<file path="src/adcsr_pkg.sv">
// Constants and types shared by the serial readout controller
package adcsr_pkg;

    // ==========================================================
    // Clock and timing
    localparam int CLK_PERIOD_NS = 4;
    localparam int CONV_TIME_NS = 8500;
    localparam int CONV_CYCLES = CONV_TIME_NS / CLK_PERIOD_NS;
    localparam int CNT_W = 12;
    localparam int SCLK_MIN_PHASE_NS = 100;
    localparam int ACQ_MIN_NS = 1500;
    localparam int WAKE_TIME_NS = 2000;
    localparam int REF_CHARGE_MS = 20;

    // ==========================================================
    // Data widths and reset values
    localparam int RESULT_W = 12;
    localparam int SYNC_STAGES = 2;
    localparam int BUF_DEPTH = 2;
    localparam logic [11:0] CODE_MAX = 12'hFFF;
    localparam logic [11:0] RESULT_RESET = 12'h000;
    localparam logic [CNT_W-1:0] CNT_RESET = 12'h000;

    // ==========================================================
    // Pin sampler layout
    localparam int PIN_CS = 0;
    localparam int PIN_SCLK = 1;
    localparam int PIN_PD_LEVEL = 2;
    localparam int PIN_PD_FLOAT = 3;
    localparam int PIN_ANALOG = 4;
    localparam int PIN_COUNT = PIN_ANALOG + RESULT_W + 1;

    // ==========================================================
    // Readout states
    typedef enum logic [3:0] {
        ST_IDLE = 4'h1,
        ST_CONV = 4'h2,
        ST_LOAD = 4'h4,
        ST_SHIFT = 4'h8
    } adcsr_state_t;

endpackage : adcsr_pkg

</file>
<file path="src/adcsr_ctrl.sv">
// Conversion timing and three-wire serial readout of a 12-bit converter
`timescale 1ns/100ps

module adcsr_ctrl #(
    parameter int RESULT_W = adcsr_pkg::RESULT_W,
    parameter int CONV_CYCLES = adcsr_pkg::CONV_CYCLES,
    parameter bit INT_REF = 1'b1
) (
    // Clock and reset
    input wire logic CLK,
    input wire logic RST,
    // Serial link pins
    input wire logic CS_N,
    input wire logic SCLK,
    output logic SERIAL_OUT,
    output logic SERIAL_OUT_OE_N,
    // Three-level power down pin, split into level and float sense
    input wire logic POWER_DOWN_N_LEVEL,
    input wire logic POWER_DOWN_N_FLOAT,
    // Sampled input in half-LSB units from the comparator front end
    input wire logic [RESULT_W:0] ANALOG_INPUT,
    // Converter control and status
    output logic TRACK_HOLD,
    output logic SHUTDOWN,
    output logic REF_ENABLE,
    output logic CONV_BUSY
);

    localparam int NPIN = adcsr_pkg::PIN_ANALOG + RESULT_W + 1;
    localparam logic [adcsr_pkg::CNT_W-1:0] CNT_LAST = adcsr_pkg::CNT_W'(CONV_CYCLES - 1);

    // ==========================================================
    // Declarations
    logic [NPIN-1:0] pin_raw;
    logic [NPIN-1:0] pin_meta;
    logic [NPIN-1:0] pin_sync;
    logic cs_n_prev;
    logic sclk_prev;
    logic cs_fall;
    logic cs_rise;
    logic sclk_fall;
    logic pd_level;
    logic pd_float;
    logic shut_now;
    logic [RESULT_W:0] sample_half;
    logic [RESULT_W:0] sample_last;
    logic [RESULT_W:0] sample_steady;
    logic [RESULT_W+1:0] rounded;
    logic [RESULT_W-1:0] code;
    adcsr_pkg::adcsr_state_t state;
    adcsr_pkg::adcsr_state_t next_state;
    logic [adcsr_pkg::CNT_W-1:0] conv_cnt;
    logic conv_done;
    logic [RESULT_W-1:0] held_input;
    logic [RESULT_W-1:0] shift_reg;
    logic buf_in_valid;
    logic buf_in_ready;
    logic buf_out_valid;
    logic buf_out_ready;
    logic [RESULT_W-1:0] buf_out_data;
    logic buf_flush;

    // ==========================================================
    // Pin synchronisers, two flops per pin
    assign pin_raw = {ANALOG_INPUT, POWER_DOWN_N_FLOAT, POWER_DOWN_N_LEVEL, SCLK, CS_N};

    generate
        for (genvar i = 0; i < NPIN; i++) begin : g_sync
            localparam logic INIT = (i == adcsr_pkg::PIN_CS) ? 1'b1 : 1'b0;
            always_ff @(posedge CLK) begin
                if (RST) begin
                    pin_meta[i] <= INIT;
                    pin_sync[i] <= INIT;
                end else begin
                    pin_meta[i] <= pin_raw[i];
                    pin_sync[i] <= pin_meta[i];
                end
            end
        end
    endgenerate

    // ==========================================================
    // Edge detection on synchronised pins
    always_ff @(posedge CLK) begin
        if (RST) begin
            cs_n_prev <= 1'b1;
            sclk_prev <= 1'b0;
        end else begin
            cs_n_prev <= pin_sync[adcsr_pkg::PIN_CS];
            sclk_prev <= pin_sync[adcsr_pkg::PIN_SCLK];
        end
    end

    assign cs_fall = cs_n_prev && !pin_sync[adcsr_pkg::PIN_CS];
    assign cs_rise = !cs_n_prev && pin_sync[adcsr_pkg::PIN_CS];
    assign sclk_fall = sclk_prev && !pin_sync[adcsr_pkg::PIN_SCLK];

    // ==========================================================
    // Power down decode
    assign pd_level = pin_sync[adcsr_pkg::PIN_PD_LEVEL];
    assign pd_float = pin_sync[adcsr_pkg::PIN_PD_FLOAT];
    assign shut_now = !pd_float && !pd_level;

    always_ff @(posedge CLK) begin
        if (RST) begin
            SHUTDOWN <= 1'b0;
        end else begin
            SHUTDOWN <= shut_now;
        end
    end

    always_ff @(posedge CLK) begin
        if (RST) begin
            REF_ENABLE <= 1'b0;
        end else begin
            REF_ENABLE <= INT_REF && !pd_float && pd_level;
        end
    end

    // ==========================================================
    // Word settling guard, the input bits cross one by one
    always_ff @(posedge CLK) begin
        if (RST) begin
            sample_last <= '0;
            sample_steady <= '0;
        end else begin
            sample_last <= pin_sync[NPIN-1:adcsr_pkg::PIN_ANALOG];
            if (pin_sync[NPIN-1:adcsr_pkg::PIN_ANALOG] == sample_last) begin
                sample_steady <= sample_last;
            end
        end
    end

    // ==========================================================
    // Straight binary quantiser, transitions at half LSB
    assign sample_half = sample_steady;
    assign rounded = {1'b0, sample_half} + (RESULT_W + 2)'(1);
    assign code = rounded[RESULT_W+1] ? {RESULT_W{1'b1}} : rounded[RESULT_W:1];

    // ==========================================================
    // Readout state machine
    always_comb begin
        next_state = state;
        unique case (state)
            adcsr_pkg::ST_IDLE: begin
                if (cs_fall && !shut_now) begin
                    next_state = adcsr_pkg::ST_CONV;
                end
            end
            adcsr_pkg::ST_CONV: begin
                if (cs_rise) begin
                    next_state = adcsr_pkg::ST_IDLE;
                end else if (conv_done && buf_in_ready) begin
                    next_state = adcsr_pkg::ST_LOAD;
                end
            end
            adcsr_pkg::ST_LOAD: begin
                if (cs_rise) begin
                    next_state = adcsr_pkg::ST_IDLE;
                end else if (buf_out_valid) begin
                    next_state = adcsr_pkg::ST_SHIFT;
                end
            end
            adcsr_pkg::ST_SHIFT: begin
                if (cs_rise) begin
                    next_state = adcsr_pkg::ST_IDLE;
                end
            end
        endcase
        if (shut_now) begin
            next_state = adcsr_pkg::ST_IDLE;
        end
    end

    always_ff @(posedge CLK) begin
        if (RST) begin
            state <= adcsr_pkg::ST_IDLE;
        end else begin
            state <= next_state;
        end
    end

    // ==========================================================
    // Track and hold control
    always_ff @(posedge CLK) begin
        if (RST) begin
            TRACK_HOLD <= 1'b0;
            CONV_BUSY <= 1'b0;
        end else begin
            TRACK_HOLD <= (next_state == adcsr_pkg::ST_CONV);
            CONV_BUSY <= (next_state == adcsr_pkg::ST_CONV);
        end
    end

    // ==========================================================
    // Held sample, captured on the starting edge
    always_ff @(posedge CLK) begin
        if (RST) begin
            held_input <= adcsr_pkg::RESULT_RESET;
        end else if (state == adcsr_pkg::ST_IDLE && next_state == adcsr_pkg::ST_CONV) begin
            held_input <= code;
        end
    end

    // ==========================================================
    // Conversion timer in the local clock domain
    assign conv_done = (conv_cnt == CNT_LAST);

    always_ff @(posedge CLK) begin
        if (RST) begin
            conv_cnt <= adcsr_pkg::CNT_RESET;
        end else if (state != adcsr_pkg::ST_CONV) begin
            conv_cnt <= adcsr_pkg::CNT_RESET;
        end else if (!conv_done) begin
            conv_cnt <= conv_cnt + 1'b1;
        end
    end

    // ==========================================================
    // Result buffer between converter and shifter
    assign buf_in_valid = (state == adcsr_pkg::ST_CONV) && conv_done && !cs_rise && !shut_now;
    assign buf_out_ready = (state == adcsr_pkg::ST_LOAD) && !cs_rise && !shut_now;
    assign buf_flush = cs_rise || shut_now;

    adcsr_buf #(
        .WIDTH(RESULT_W),
        .DEPTH(adcsr_pkg::BUF_DEPTH)
    ) u_result_buf (
        .clk(CLK),
        .rst(RST),
        .flush(buf_flush),
        .in_valid(buf_in_valid),
        .in_ready(buf_in_ready),
        .in_data(held_input),
        .out_valid(buf_out_valid),
        .out_ready(buf_out_ready),
        .out_data(buf_out_data)
    );

    // ==========================================================
    // Result shift register
    always_ff @(posedge CLK) begin
        if (RST) begin
            shift_reg <= adcsr_pkg::RESULT_RESET;
        end else if (state == adcsr_pkg::ST_LOAD && next_state == adcsr_pkg::ST_SHIFT) begin
            shift_reg <= buf_out_data;
        end else if (state == adcsr_pkg::ST_SHIFT && sclk_fall) begin
            shift_reg <= {shift_reg[RESULT_W-2:0], 1'b0};
        end
    end

    // ==========================================================
    // Serial data pin enable, released whenever idle
    always_ff @(posedge CLK) begin
        if (RST) begin
            SERIAL_OUT_OE_N <= 1'b1;
        end else begin
            SERIAL_OUT_OE_N <= (next_state == adcsr_pkg::ST_IDLE);
        end
    end

    // ==========================================================
    // Serial data pin value
    always_ff @(posedge CLK) begin
        if (RST) begin
            SERIAL_OUT <= 1'b0;
        end else begin
            unique case (next_state)
                adcsr_pkg::ST_IDLE: begin
                    SERIAL_OUT <= 1'b0;
                end
                adcsr_pkg::ST_CONV, adcsr_pkg::ST_LOAD: begin
                    SERIAL_OUT <= 1'b0;
                end
                adcsr_pkg::ST_SHIFT: begin
                    if (state == adcsr_pkg::ST_LOAD) begin
                        SERIAL_OUT <= 1'b1;
                    end else if (sclk_fall) begin
                        SERIAL_OUT <= shift_reg[RESULT_W-1];
                    end
                end
            endcase
        end
    end

endmodule : adcsr_ctrl

</file>
<file path="src/adcsr_buf.sv">
// Small result buffer with valid and ready on both sides
`timescale 1ns/100ps
module adcsr_buf #(
    parameter int WIDTH = 12,
    parameter int DEPTH = 2
) (
    // Clock and reset
    input wire logic clk,
    input wire logic rst,
    input wire logic flush,
    // Fill side
    input wire logic in_valid,
    output logic in_ready,
    input wire logic [WIDTH-1:0] in_data,
    // Drain side
    output logic out_valid,
    input wire logic out_ready,
    output logic [WIDTH-1:0] out_data
);

    localparam int PW = (DEPTH > 1) ? $clog2(DEPTH) : 1;
    localparam int CW = $clog2(DEPTH + 1);

    logic [WIDTH-1:0] store [DEPTH];
    logic [PW-1:0] wr_ptr;
    logic [PW-1:0] rd_ptr;
    logic [CW-1:0] fill;
    logic push;
    logic pop;

    // ==========================================================
    // Handshake
    assign in_ready = (fill != CW'(DEPTH));
    assign out_valid = (fill != '0);
    assign out_data = store[rd_ptr];
    assign push = in_valid && in_ready;
    assign pop = out_valid && out_ready;

    // ==========================================================
    // Storage
    always_ff @(posedge clk) begin
        if (push) begin
            store[wr_ptr] <= in_data;
        end
    end

    // ==========================================================
    // Pointers and fill level
    always_ff @(posedge clk) begin
        if (rst || flush) begin
            wr_ptr <= '0;
            rd_ptr <= '0;
            fill <= '0;
        end else begin
            if (push) begin
                wr_ptr <= (wr_ptr == PW'(DEPTH - 1)) ? '0 : wr_ptr + 1'b1;
            end
            if (pop) begin
                rd_ptr <= (rd_ptr == PW'(DEPTH - 1)) ? '0 : rd_ptr + 1'b1;
            end
            if (push && !pop) begin
                fill <= fill + 1'b1;
            end else if (pop && !push) begin
                fill <= fill - 1'b1;
            end
        end
    end

endmodule : adcsr_buf

</file>
<file path="config.mk">
export PLATFORM = sky130hd
export DESIGN_NAME = adcsr_ctrl
export DESIGN_NICKNAME = d
export VERILOG_FILES = /design/src/adcsr_pkg.sv /design/src/adcsr_ctrl.sv /design/src/adcsr_buf.sv
export SDC_FILE = /design/constraint.sdc
export NUM_CORES = 1
export LEC_CHECK = 0
export BUFFER_PORTS_ARGS = -buffer_cell sky130_fd_sc_hd__buf_2
export CAP_MARGIN = 25
export CORE_MARGIN = 1
export CORE_UTILIZATION = 60
export CTS_CLUSTER_DIAMETER = 30
export DETAILED_ROUTE_END_ITERATION = 8
export HOLD_SLACK_MARGIN = 0.03
export PLACE_DENSITY = 0.8
export SLEW_MARGIN = 20
export SYNTH_ARGS = -nofsm -noshare
export SYNTH_HDL_FRONTEND = slang
export SYNTH_SLANG_ARGS = --single-unit
</file>
<file path="constraint.sdc">
create_clock -name CLK -period 2.8 [get_ports CLK]
set_input_delay 0.28 -clock CLK [delete_from_list [all_inputs] [get_ports CLK]]
set_output_delay 0.28 -clock CLK [all_outputs]
set_load 0.02 [all_outputs]
</file>
After elaboration in Yosys (flattened, before gate mapping)
Memories as Yosys holds them, arrays and structs flattened. A register that Yosys moved wholly into a read port is not among the register bits. Cells that the tools add are included.

Flip-flop bits (word level): 111. Bits in writable memories: 24. Bits of input ports: 19. Output and inout port bits: 6. Word-level logic and storage cells: 127. Memories kept: 1.

Add/sub/neg operators: 6. Equal/unequal tests: 13. Muxes and demuxes: 22. Reductions and logical operators: 35.

Memory list: u_result_buf.store (depth 2, width 12, read ports 1, clocked after memory_dff 1, write ports 1, RTL line adcsr_buf.sv:24) `logic [WIDTH-1:0] store [DEPTH];`.

Operator list (number): 12-bit 2-to-1 mux (3); 4-bit 2-to-1 mux (7); 1-bit logical AND (19); 4-bit case mux with 4 select lines (1); 13-bit by 1-bit adder with 14-bit output (second input constant) (1); 13-bit equality test (1); 12-bit by 1-bit adder with 12-bit output (second input constant) (1); 12-bit equality test (second input constant) (1); 1-bit logical NOT (9); 4-bit by 1-bit equality test with 1-bit output (second input constant) (2); 4-bit by 2-bit equality test with 1-bit output (second input constant) (2); 4-bit by 3-bit equality test with 1-bit output (second input constant) (2); 4-bit equality test (second input constant) (2); 1-bit 2-to-1 mux (8); 2-bit nonzero test (3); 2-bit 2-to-1 mux (2); 4-bit by 2-bit != test with 1-bit output (second input constant) (1); 3-bit != test (second input constant) (1); 3-bit OR reduction (1); 1-bit adder (second input constant) (2); 2-bit by 1-bit adder with 2-bit output (second input constant) (1); 1-bit logical OR (2); 2-bit != test (second input constant) (1); 1-bit case mux with 2 select lines (1); other kinds (2) (2).

Depth between registers and ports, before layout
Gate-level depths: netlist of run 1.

Depth in word-level cells: 10. Depth in mapped cells: 10. Gate-level depth less buffers: 10.

By module
From an unflattened synthesis of run 1, not the netlist that was laid out.

Cell total of the unflattened synthesis: 509. Area, all modules: 5326.4 sq um.

By module, submodules not included: adcsr_ctrl (instances 1, cells an instance 447, area an instance 4236.6 sq um); adcsr_buf (instances 1, cells an instance 62, area an instance 1089.8 sq um).

Worst setup path before layout of run 1
No wires, ideal clock.

Path type: flip-flop to flip-flop. Start point: register state[2]. End point: memory u_result_buf.store[0][0] (enable). Arrival time: 2016 ps. Required time: 2418 ps. Slack: 402 ps. Cell stages (with the launch flop): 5. Buffers on the path: 1. Path through: dfxtp_1 -> clkbuf_1 -> or4b_1 -> nor4_4 -> nor2b_1.

Longest elaborated chain between the ends: 7.

Ends and longest elaborated chain: start, declared (RTL line adcsr_ctrl.sv:50) `adcsr_pkg::adcsr_state_t state;`; start signal, assigned (RTL line adcsr_ctrl.sv:177) `state <= adcsr_pkg::ST_IDLE;`; start signal, assigned (RTL line adcsr_ctrl.sv:179) `state <= next_state;`; 4-bit by 2-bit equality test with 1-bit output (RTL line adcsr_ctrl.sv:221) `assign buf_in_valid = (state == adcsr_pkg::ST_CONV) && conv_done && !cs_rise && !shut_now;`; 1-bit logical AND (3 in a row) (RTL line adcsr_ctrl.sv:221); 1-bit logical AND (RTL line adcsr_buf.sv:36) `assign push = in_valid && in_ready;`; named net u_result_buf.push (RTL line adcsr_buf.sv:28) `logic push;`; 1-bit 2-to-1 mux (RTL line adcsr_buf.sv:42) `if (push) begin`; 1-bit 2-to-1 mux (implied by the code) (RTL line adcsr_buf.sv:43) `store[wr_ptr] <= in_data;`; end, declared (RTL line adcsr_buf.sv:24).

The timed path passes the listed nets, and every way through them passes these cells.

Worst setup path after layout of run 1
Start point: register state[1]. End point: memory u_result_buf.store[1][4] (enable).

The elaborated chain is that of the path after synthesis.

==> impl_metrics.tcl, run 1 <==
set metrics [dict create \
    nNetsFinal 546 \
    hpwl_um 5580 \
    tns_ns 0 \
    fin_util 0.740 \
    fin_cells 641 \
    grt_max_degree 76 \
    multi_input_area_sq_um 2140 \
    fin_worst_skew_ns 0.0110 \
    regArea_sq_um 2960 \
    hold_viol_final 0 \
    synth_top_area_share 0.428 \
    htreeDepth 4 \
    ant_nets 0 \
    relSlewSlack 0.477 \
    layout_common_cells "dfxtp_1, nor2b_1, nor2_1, a211oi_1, xor2_1" \
    drt_iter0_drc 119 \
    largest_register_ffs 24 \
    ir_drop_mv 0.656 \
    netlist_area_sq_um 5240 \
    start_util 0.628 \
    via_per_inst 5.49 \
    dieArea_sq_um 9110 \
    cts_buffers 17 \
    vias 3519 \
    finalCritPeriodShare 0.842 \
    seq_area_frac_synth 0.566 \
    top_regs "u_result_buf.store (24), pin_meta (17), pin_sync (15)" \
    synth_edf_count 24 \
    fp.dieW_um 95.4 \
    required_ns 2.94 \
    drv_slew 0 \
    setup.worst_path.start_class "flip-flop" \
    ys_warn_count 0 \
    synth_fa_ha_area_frac 0.00956 \
    dp.cells 592 \
    ios 25 \
    yosysTopAreaCell "dfxtp_1" \
    mappedNetlistNets 508 \
    syn_avg_cell_area_sq_um 10.8 \
    antenna_found_initial 0 \
    total_power_mw 4.37 \
    antennaDiodeCount 0 \
    clk_pin_slew_ns 0.06 \
    p_per_area_nw_per_um2 709 \
    worst_slew_pin_slew_ns 0.782 \
    rows 33 \
    netlist_instances 485 \
    synth_compound_area_frac 0.0796 \
    synth_top_family_by_area "simple AND/OR/NAND/NOR gates" \
    synth_area_leaders "dfxtp_1, edfxtp_1, nor2b_1" \
    hp-class "in2reg" \
    leakage_nw 2.43 \
    fill_cells 572 \
    maxCapViolations 0 \
    drt_pass1_iterations 5 \
    worst-setup-path-type "reg2reg" \
    grt_pass1_vias 3397 \
    clk_latency_ns 0.50 \
    cts_tree "yes" \
    ys.flop_type "dfxtp_1" \
    hold_slack_ns 0.216 \
    core_area_sq_um 8340 \
    ys_seq_elements 136 \
    rsz0062_at_grt "no" \
    cts_sinks 136 \
    drive_gt1_frac 0.132 \
    top_register "u_result_buf.store" \
    grt_usage 0.223 \
    crit_arrival_ns 2.49 \
    status "finished clean" \
    cp-end-kind "flip-flop" \
    ys_types 47 \
    final.min_clock_period_ns 2.36 \
    synth_simple_gate_area_frac 0.206 \
    crit_fanout 12 \
    place_congestion 0.905 \
    grt_pass1_wl_um 15300 \
    drcViolationCount 0 \
    synthXorXnorAreaFrac 0.0602 \
    async_flop_share 0 \
    clk_path_buf_depth 2 \
    cts_root_buf "clkbuf_8" \
    wire_per_inst_um 14.5 \
    grt_overflow_total 0 \
    synth.area.mux_share 0.0540 \
    io_buffers 24 \
    setup_viol 0 \
    wirelength_um 9320 \
    max_freq_mhz 424 \
    die_h_um 95.4 \
    area_growth_pct 17.8 \
    layout_commonest_cell "dfxtp_1" \
]
==> final timing paths <==
check / startpoint / endpoint / slack (ns) / depth (start not counted)
worst max register to register: state[1]$_SDFF_PP0_ / u_result_buf.store[1][4]$_DFFE_PP_ / 0.44 / 3
worst min register to register: pin_meta[8]$_SDFF_PP0_ / pin_sync[8]$_SDFF_PP0_ / 0.43 / 1
worst max-delay path: state[1]$_SDFF_PP0_ / u_result_buf.store[1][4]$_DFFE_PP_ / 0.44 / 3
worst min-delay path: RST / SHUTDOWN$_SDFF_PP0_ / 0.22 / 2
==> metrics by stage <==
step | worst slack [ns] | area, sq um
floorplan | 0.402 | 5240
global placement | 0.575 | 5410
finish | 0.444 | 6170
CTS | 0.457 | 6170
detailed placement | 0.480 | 5410
global route | 0.345 | 6170
==> cells in the mapped netlist, drive strengths merged, types with 2 or more instances <==
library cell  count
and4              3
clkbuf           19
ha                4
mux2              2
nand2            11
nor4b             3
mux2i            26
edfxtp           24
or3               2
xnor2             8
nor2             53
buf               7
nand4             5
o21ai             6
a31oi             2
nor3             10
nand3            15
nor2b            64
o211ai            2
o31ai             3
inv               6
dfxtp           112
nor4              5
a211oi           31
and3              2
nand2b            3
or2               8
xor2             28
a21oi             8
==> report_power, final <==
part	internal [mW]	switching, mW	leakage [nW]
registers	2.02	0.0195	1.14
logic	0.0662	0.0656	1.01
clock network	1.36	0.836	0.284
==> worst max-delay path: stages (launching register included) <==
cell and delay [ns]:
dfxtp_1 0.51, or4b_1 0.57, nor4_4 0.41, and2_1 0.51
==> cells by family (layout without fill, tap and decap cells) <==
family / count (synthesis) / in the layout
AOI/OAI and AO/OA: 59 / 59
DFF: 136 / 136
adders and majority gates: 4 / 4
buffers and inverters: 32 / 83
muxes: 28 / 28
and+or+nand+nor: 190 / 190
xor gates and xnor gates: 36 / 36
==> routing by layer <==
metal | wire [um] | GRT usage | vias to the layer above
met5 | 0 | 0 | -
met1 | 4010 | 0.260 | 1679
met4 | 112 | 0.0983 | 0
met2 | 4870 | 0.383 | 67
li1 | - | - | 1766
met3 | 330 | 0.0606 | 7
==> final cells by class <==
cell class | count | area share
inverters | 6 | 0.00365
multi-input cells | 317 | 0.347
clock inverters | 14 | 0.0278
flip-flops and latches | 136 | 0.480
clock buffers | 18 | 0.0677
repair buffers | 45 | 0.0519
well taps | 105 | 0.0213
==> what timing repair did <==
| item | in CTS | in global routing |
|---|---|---|
| buffers inserted | 0 | 0 |
| hold buffers | 17 | 0 |
| hold endpoints to repair | 17 | 0 |
| gates resized for setup | 0 | 0 |
No activity file was read; power rests on OpenSTA's default activity.
==> run 2, diff against run 1 <==
Settings changed: ABC_AREA set to 1, CORE_UTILIZATION 60 to 55, PLACE_DENSITY 0.8 to 0.77.
Clock period 2.8 ns to 2 ns, I/O delays scaled along.
==> impl_metrics.tcl, run 2 <==
set metrics [dict create \
    drt_iter0_drc 233 \
    drv_slew 0 \
    clk_latency_ns 0.51 \
    cts_root_buf "clkbuf_8" \
    vias 4600 \
    grt_pass1_wl_um 18800 \
    relSlewSlack 0.583 \
    cts_sinks 136 \
    ys_seq_elements 136 \
    cp-end-kind "flip-flop" \
    wl_met2_um 5640 \
    ios 25 \
    drt_pass1_iterations 5 \
    clk_pin_slew_ns 0.06 \
    via_per_inst 4.93 \
    cts_buffers 17 \
    top_register "u_result_buf.store" \
    synth_edf_count 24 \
    ys_types 34 \
    leakage_nw 2.90 \
    synth_top_area_share 0.394 \
    worstPathCellList "inv_1 > ha_1 > nand2_1 > nor2_2 > nand2_1 > nor2_4 > ha_1 > a21oi_2 > o21ai_0 > xor2_1 > nor2_1" \
    start_util 0.574 \
    p_comb_frac 0.051 \
    syn_avg_cell_area_sq_um 7.68 \
    wirelength_um 11000 \
    wl_met3_um 352 \
    synth_area_leaders "dfxtp_1, edfxtp_1, nand2_1" \
    ant_nets 0 \
    worst-setup-path-type "reg2reg" \
    required_ns 2.45 \
    path_buf_inv 1 \
    ys_warn_count 0 \
    crit_fanout 5 \
    netlist_instances 740 \
    hpwl_um 7000 \
    clk_path_buf_depth 2 \
    rr_startpoint "conv_cnt[0]$_SDFFE_PP0P_" \
    whs_endpoint "sample_half[9]$_SDFFE_PP0N_" \
    netlist_top_cells_count "nand2_1, inv_1, nor2_1" \
    layout_common_cells "nand2_1, inv_1, nor2_1, dfxtp_1, nand3_1" \
    top_layer_used "met4" \
    area_growth_pct 18.9 \
    grt_pass1_vias 4505 \
    dp_slack_ns 0.142 \
    drive_gt1_frac 0.119 \
    worst_slew_pin_slew_ns 0.626 \
    sw_frac_of_total 0.214 \
    regArea_sq_um 2970 \
    place_congestion 0.837 \
    grt_max_degree 65 \
    fill_cells 768 \
    core_area_sq_um 9910 \
    wire_per_inst_um 11.8 \
    reg2reg_slack_ns 0.16 \
    max_freq_mhz 545 \
    p_int_mw 5.07 \
    crit_arrival_ns 2.28 \
    hp-start "RST" \
    drcViolationCount 0 \
    maxCapViolations 0 \
    setup.worst_path.start_class "flip-flop" \
    fp.dieW_um 104 \
    netlist_area_sq_um 5680 \
    final.min_clock_period_ns 1.84 \
    dieArea_sq_um 10700 \
    layout_commonest_cell "nand2_1" \
    mappedNetlistNets 763 \
    rows 36 \
    hold_viol_final 0 \
    yosysTopAreaCell "dfxtp_1" \
    seq_area_frac_synth 0.521 \
    multi_input_area_sq_um 2150 \
    p_per_area_nw_per_um2 954 \
    largest_register_ffs 24 \
    total_power_mw 6.45 \
    tns_ns 0 \
    status "finished clean" \
    setup_ws_ns 0.164 \
    htreeDepth 4 \
    wl_met1_um 4790 \
    crit_family "adder cells" \
    cts_tree "yes" \
    seqPwrFrac 0.451 \
    setup_viol 0 \
    io_buffers 24 \
    max_stage_delay_ns 0.40 \
    r2r_end "u_result_buf.fill[1]$_SDFFE_PP0P_" \
    rr_worst_depth 11 \
    p_clk_frac 0.498 \
    fin_util 0.682 \
    antenna_found_initial 0 \
    grt_overflow_total 0 \
    fin_worst_skew_ns 0.00858 \
    netSwitchingPower_mw 1.38 \
    die_h_um 104 \
    hp-class "in2reg" \
    antennaDiodeCount 0 \
    finalCritPeriodShare 0.918 \
    cp_slowest_cell "dfxtp_1" \
    ys.flop_type "dfxtp_1" \
    ir_drop_mv 0.879 \
    grt_usage 0.216 \
    async_flop_share 0 \
    synthMostInstantiatedCell "nand2_1" \
    nNetsFinal 810 \
    top_regs "u_result_buf.store (24), pin_meta (17), pin_sync (15)" \
    holdPathStages 4 \
]
-- run 2: layout make-up --
cell class,instances,area share
flip-flops and latches,136,0.439
multi-input cells,453,0.319
inverters,128,0.0711
repair buffers,51,0.0540
clock buffers,25,0.0781
clock inverters,7,0.0148
well taps,133,0.0246
-- run 2: worst max-delay path by stage --
stage	depth (start not counted)	startpoint	slack, ns	end
6_report	11	conv_cnt[0]$_SDFFE_PP0P_	0.16	u_result_buf.fill[1]$_SDFFE_PP0P_
5_1_grt	12	conv_cnt[5]$_SDFFE_PP0P_	-0.004	u_result_buf.fill[1]$_SDFFE_PP0P_
4_1_cts	11	conv_cnt[0]$_SDFFE_PP0P_	0.11	u_result_buf.fill[1]$_SDFFE_PP0P_
3_5_place_dp	11	conv_cnt[0]$_SDFFE_PP0P_	0.14	u_result_buf.fill[1]$_SDFFE_PP0P_
3_3_place_gp	10	state[2]$_SDFF_PP0_	0.28	u_result_buf.fill[1]$_SDFFE_PP0P_
2_1_floorplan	8	conv_cnt[0]$_SDFFE_PP0P_	-0.008	u_result_buf.store[0][0]$_DFFE_PP_
-- run 2: per-layer routing --
| metal | GRT usage | vias up |
|---|---|---|
| li1 | - | 2402 |
| met1 | 0.232 | 2084 |
| met2 | 0.398 | 89 |
| met3 | 0.0541 | 25 |
| met4 | 0.0949 | 0 |
| met5 | 0 | - |
-- run 2: worst register-to-register path, delay by kind of cell, from the launching register on --
kind                       cells  cell delay, ns
adders and majority gates      2            0.52
DFF                            1            0.40
and+or+nand+nor                5            0.39
AOI/OAI and AO/OA              2            0.23
xor gates and xnor gates       1            0.15
buffers and inverters          1            0.08
-- run 2: power by group through the flow --
stage	clock (mW)	sequential, mW	combinational, mW
floorplan	0	2.95	0.230
global placement	0	2.96	0.292
detailed placement	0	2.96	0.299
CTS	3.27	2.91	0.330
global route	3.37	2.92	0.381
finish	3.21	2.91	0.331
-- run 2: through the flow --
| step | std cells | cell area [sq um] | hold WS, ns |
|---|---|---|---|
| after floorplan | 740 | 5690 | 0.304 |
| after global placement | 884 | 5940 | 0.385 |
| after detailed placement | 884 | 5940 | 0.397 |
| after CTS | 933 | 6740 | 0.192 |
| after global routing | 933 | 6760 | 0.255 |
| final | 933 | 6760 | 0.214 |
-- run 2: repair_timing --
item	4_1_cts	5_1_grt
hold buffers	17	0
buffers inserted	0	0
endpoints found under the hold margin	17	0
setup endpoints to repair	0	5
resized for setup	0	6
-- run 2: kinds of logic after synthesis --
family / share of synthesized area
xor gates and xnor gates: 0.0154
adders and majority gates: 0.00881
AOI/OAI and AO/OA: 0.0502
and+or+nand+nor: 0.279
buffers and inverters: 0.103
muxes: 0.0216
DFF: 0.521
==> run 3, diff against run 2 <==
Settings changed: REMOVE_ABC_BUFFERS set to 1.
==> impl_metrics.tcl, run 3 (synthesis results as in run 2) <==
set metrics [dict create \
    setup.worst_path.start_class "flip-flop" \
    layout_common_cells "nand2_1, inv_1, nor2_1, dfxtp_1, nand3_1" \
    start_util 0.574 \
    worstSetupStartpoint "state[0]$_SDFF_PP1_" \
    via_per_inst 4.89 \
    grt_usage 0.218 \
    tns_ns 0 \
    place_congestion 0.846 \
    hpwl_um 7130 \
    crit_fanout 3 \
    clk_path_buf_depth 2 \
    clk_latency_ns 0.52 \
    worst-setup-path-type "reg2reg" \
    p_per_area_nw_per_um2 955 \
    cts_buffers 17 \
    vias 4568 \
    cp_slowest_cell "ha_1" \
    total_power_mw 6.47 \
    crit_arrival_ns 2.38 \
    fin_worst_skew_ns 0.00676 \
    hold_viol_final 0 \
    crit_family "simple AND/OR/NAND/NOR gates" \
    top_regs "u_result_buf.store (24), pin_meta (17), pin_sync (15)" \
    relSlewSlack 0.543 \
    grt_max_degree 38 \
    core_area_sq_um 9910 \
    required_ns 2.45 \
    ios 25 \
    top_register "u_result_buf.store" \
    wire_per_inst_um 11.6 \
    cts_sinks 136 \
    largest_register_ffs 24 \
    ant_nets 0 \
    setup_viol 0 \
    htreeDepth 4 \
    rr_worst_depth 9 \
    worst_slew_pin_slew_ns 0.680 \
    ir_drop_mv 0.765 \
    r2r_end "u_result_buf.fill[1]$_SDFFE_PP0P_" \
    status "finished clean" \
    reg2reg_slack_ns 0.07 \
    drt_iter0_drc 175 \
    grt_overflow_total 0 \
    drive_gt1_frac 0.121 \
    worstPathCellList "inv_1 > nand2_1 > nor2_1 > nand4_1 > ha_1 > a21oi_1 > o21ai_0 > xor2_1 > nor2_1" \
    drcViolationCount 0 \
    cts_root_buf "clkbuf_8" \
    cts_tree "yes" \
    nNetsFinal 812 \
    hold_slack_ns 0.178 \
    drt_pass1_iterations 4 \
    maxCapViolations 0 \
    rr_startpoint "state[0]$_SDFF_PP1_" \
    max_stage_delay_ns 0.39 \
    crit_end "u_result_buf.fill[1]$_SDFFE_PP0P_" \
    hp-class "in2reg" \
    antennaDiodeCount 0 \
    drv_slew 0 \
    clk_pin_slew_ns 0.06 \
    cp_num_cells 9 \
    grt_pass1_wl_um 18900 \
    fin_cells 935 \
    worst_path_most_repeated_cell "nor2_1" \
    dp.cells 886 \
    die_h_um 104 \
    dieArea_sq_um 10700 \
    max_freq_mhz 518 \
    grt_pass1_vias 4440 \
    rows 36 \
    leakage_nw 2.92 \
    rsz0062_at_grt "yes" \
    fp.dieW_um 104 \
    wirelength_um 10800 \
    setup_ws_ns 0.0712 \
    io_buffers 24 \
    final.min_clock_period_ns 1.93 \
    finalCritPeriodShare 0.964 \
    cp-end-kind "flip-flop" \
    path_buf_inv 1 \
    antenna_found_initial 0 \
    dp_slack_ns 0.145 \
    layout_commonest_cell "nand2_1" \
    area_growth_pct 19.1 \
]
## run 3: changes by cell type in the layout (fill, tap and decap cells not counted), sizes merged
cell / change
inv: +1
buf: +2
clkbuf: -2
bufinv: +1
## run 3: worst min-delay path, cell delays in order
cell and delay [ns]:
buf_2 0.10, inv_1 0.19, nand2_1 0.13, nor2_1 0.03
## run 3: timing repair
| item | in CTS | in global routing |
|---|---|---|
| hold buffers | 17 | 0 |
| hold endpoints to repair | 17 | 0 |
| resized for setup | 0 | 5 |
| setup buffers | 0 | 0 |
| setup endpoints to repair | 0 | 11 |
## run 3: worst min-delay path by stage
stage	start	endpoint	slack, ns	cells past startpoint
3_3_place_gp	CS_N	pin_meta[0]$_SDFF_PP1_	0.38	2
6_report	RST	sample_half[10]$_SDFFE_PP0N_	0.18	4
4_1_cts	RST	sample_half[10]$_SDFFE_PP0N_	0.16	4
3_5_place_dp	CS_N	pin_meta[0]$_SDFF_PP1_	0.39	2
2_1_floorplan	RST	shift_reg[0]$_SDFFE_PP0P_	0.27	1
5_1_grt	RST	pin_sync[4]$_SDFF_PP0_	0.21	3
## run 3: power by group
part / internal [mW] / total (mW) / switching (mW) / leakage, nW
Combinational: 0.138 / 0.333 / 0.195 / 1.44
Sequential: 2.86 / 2.91 / 0.0530 / 1.17
Clock: 2.11 / 3.23 / 1.11 / 0.311
Total: 5.11 / 6.47 / 1.36 / 2.92
## run 3: stage by stage
| stage | area (sq um) | utilization |
|---|---|---|
| floorplan | 5580 | - |
| global placement | 5950 | 0.601 |
| detailed placement | 5950 | 0.601 |
| CTS | 6750 | 0.682 |
| global route | 6770 | 0.683 |
| finish | 6770 | 0.683 |
## run 3: per-layer routing
metal	global-route usage	wire [um]	up-vias
met2	0.396	5580	76
met5	0	0	-
li1	-	-	2393
met1	0.234	4650	2071
met4	0.0959	235	0
met3	0.0617	372	28
## run 3: area by class of cell
| cell class | count | area, sq um |
|---|---|---|
| fillers | 798 | 3140 |
| flip-flops and latches | 136 | 2970 |
| multi-input cells | 453 | 2150 |
| clock buffers | 23 | 498 |
| inverters | 128 | 480 |
| repair buffers | 53 | 380 |
| well taps | 133 | 166 |
| clock inverters | 9 | 133 |
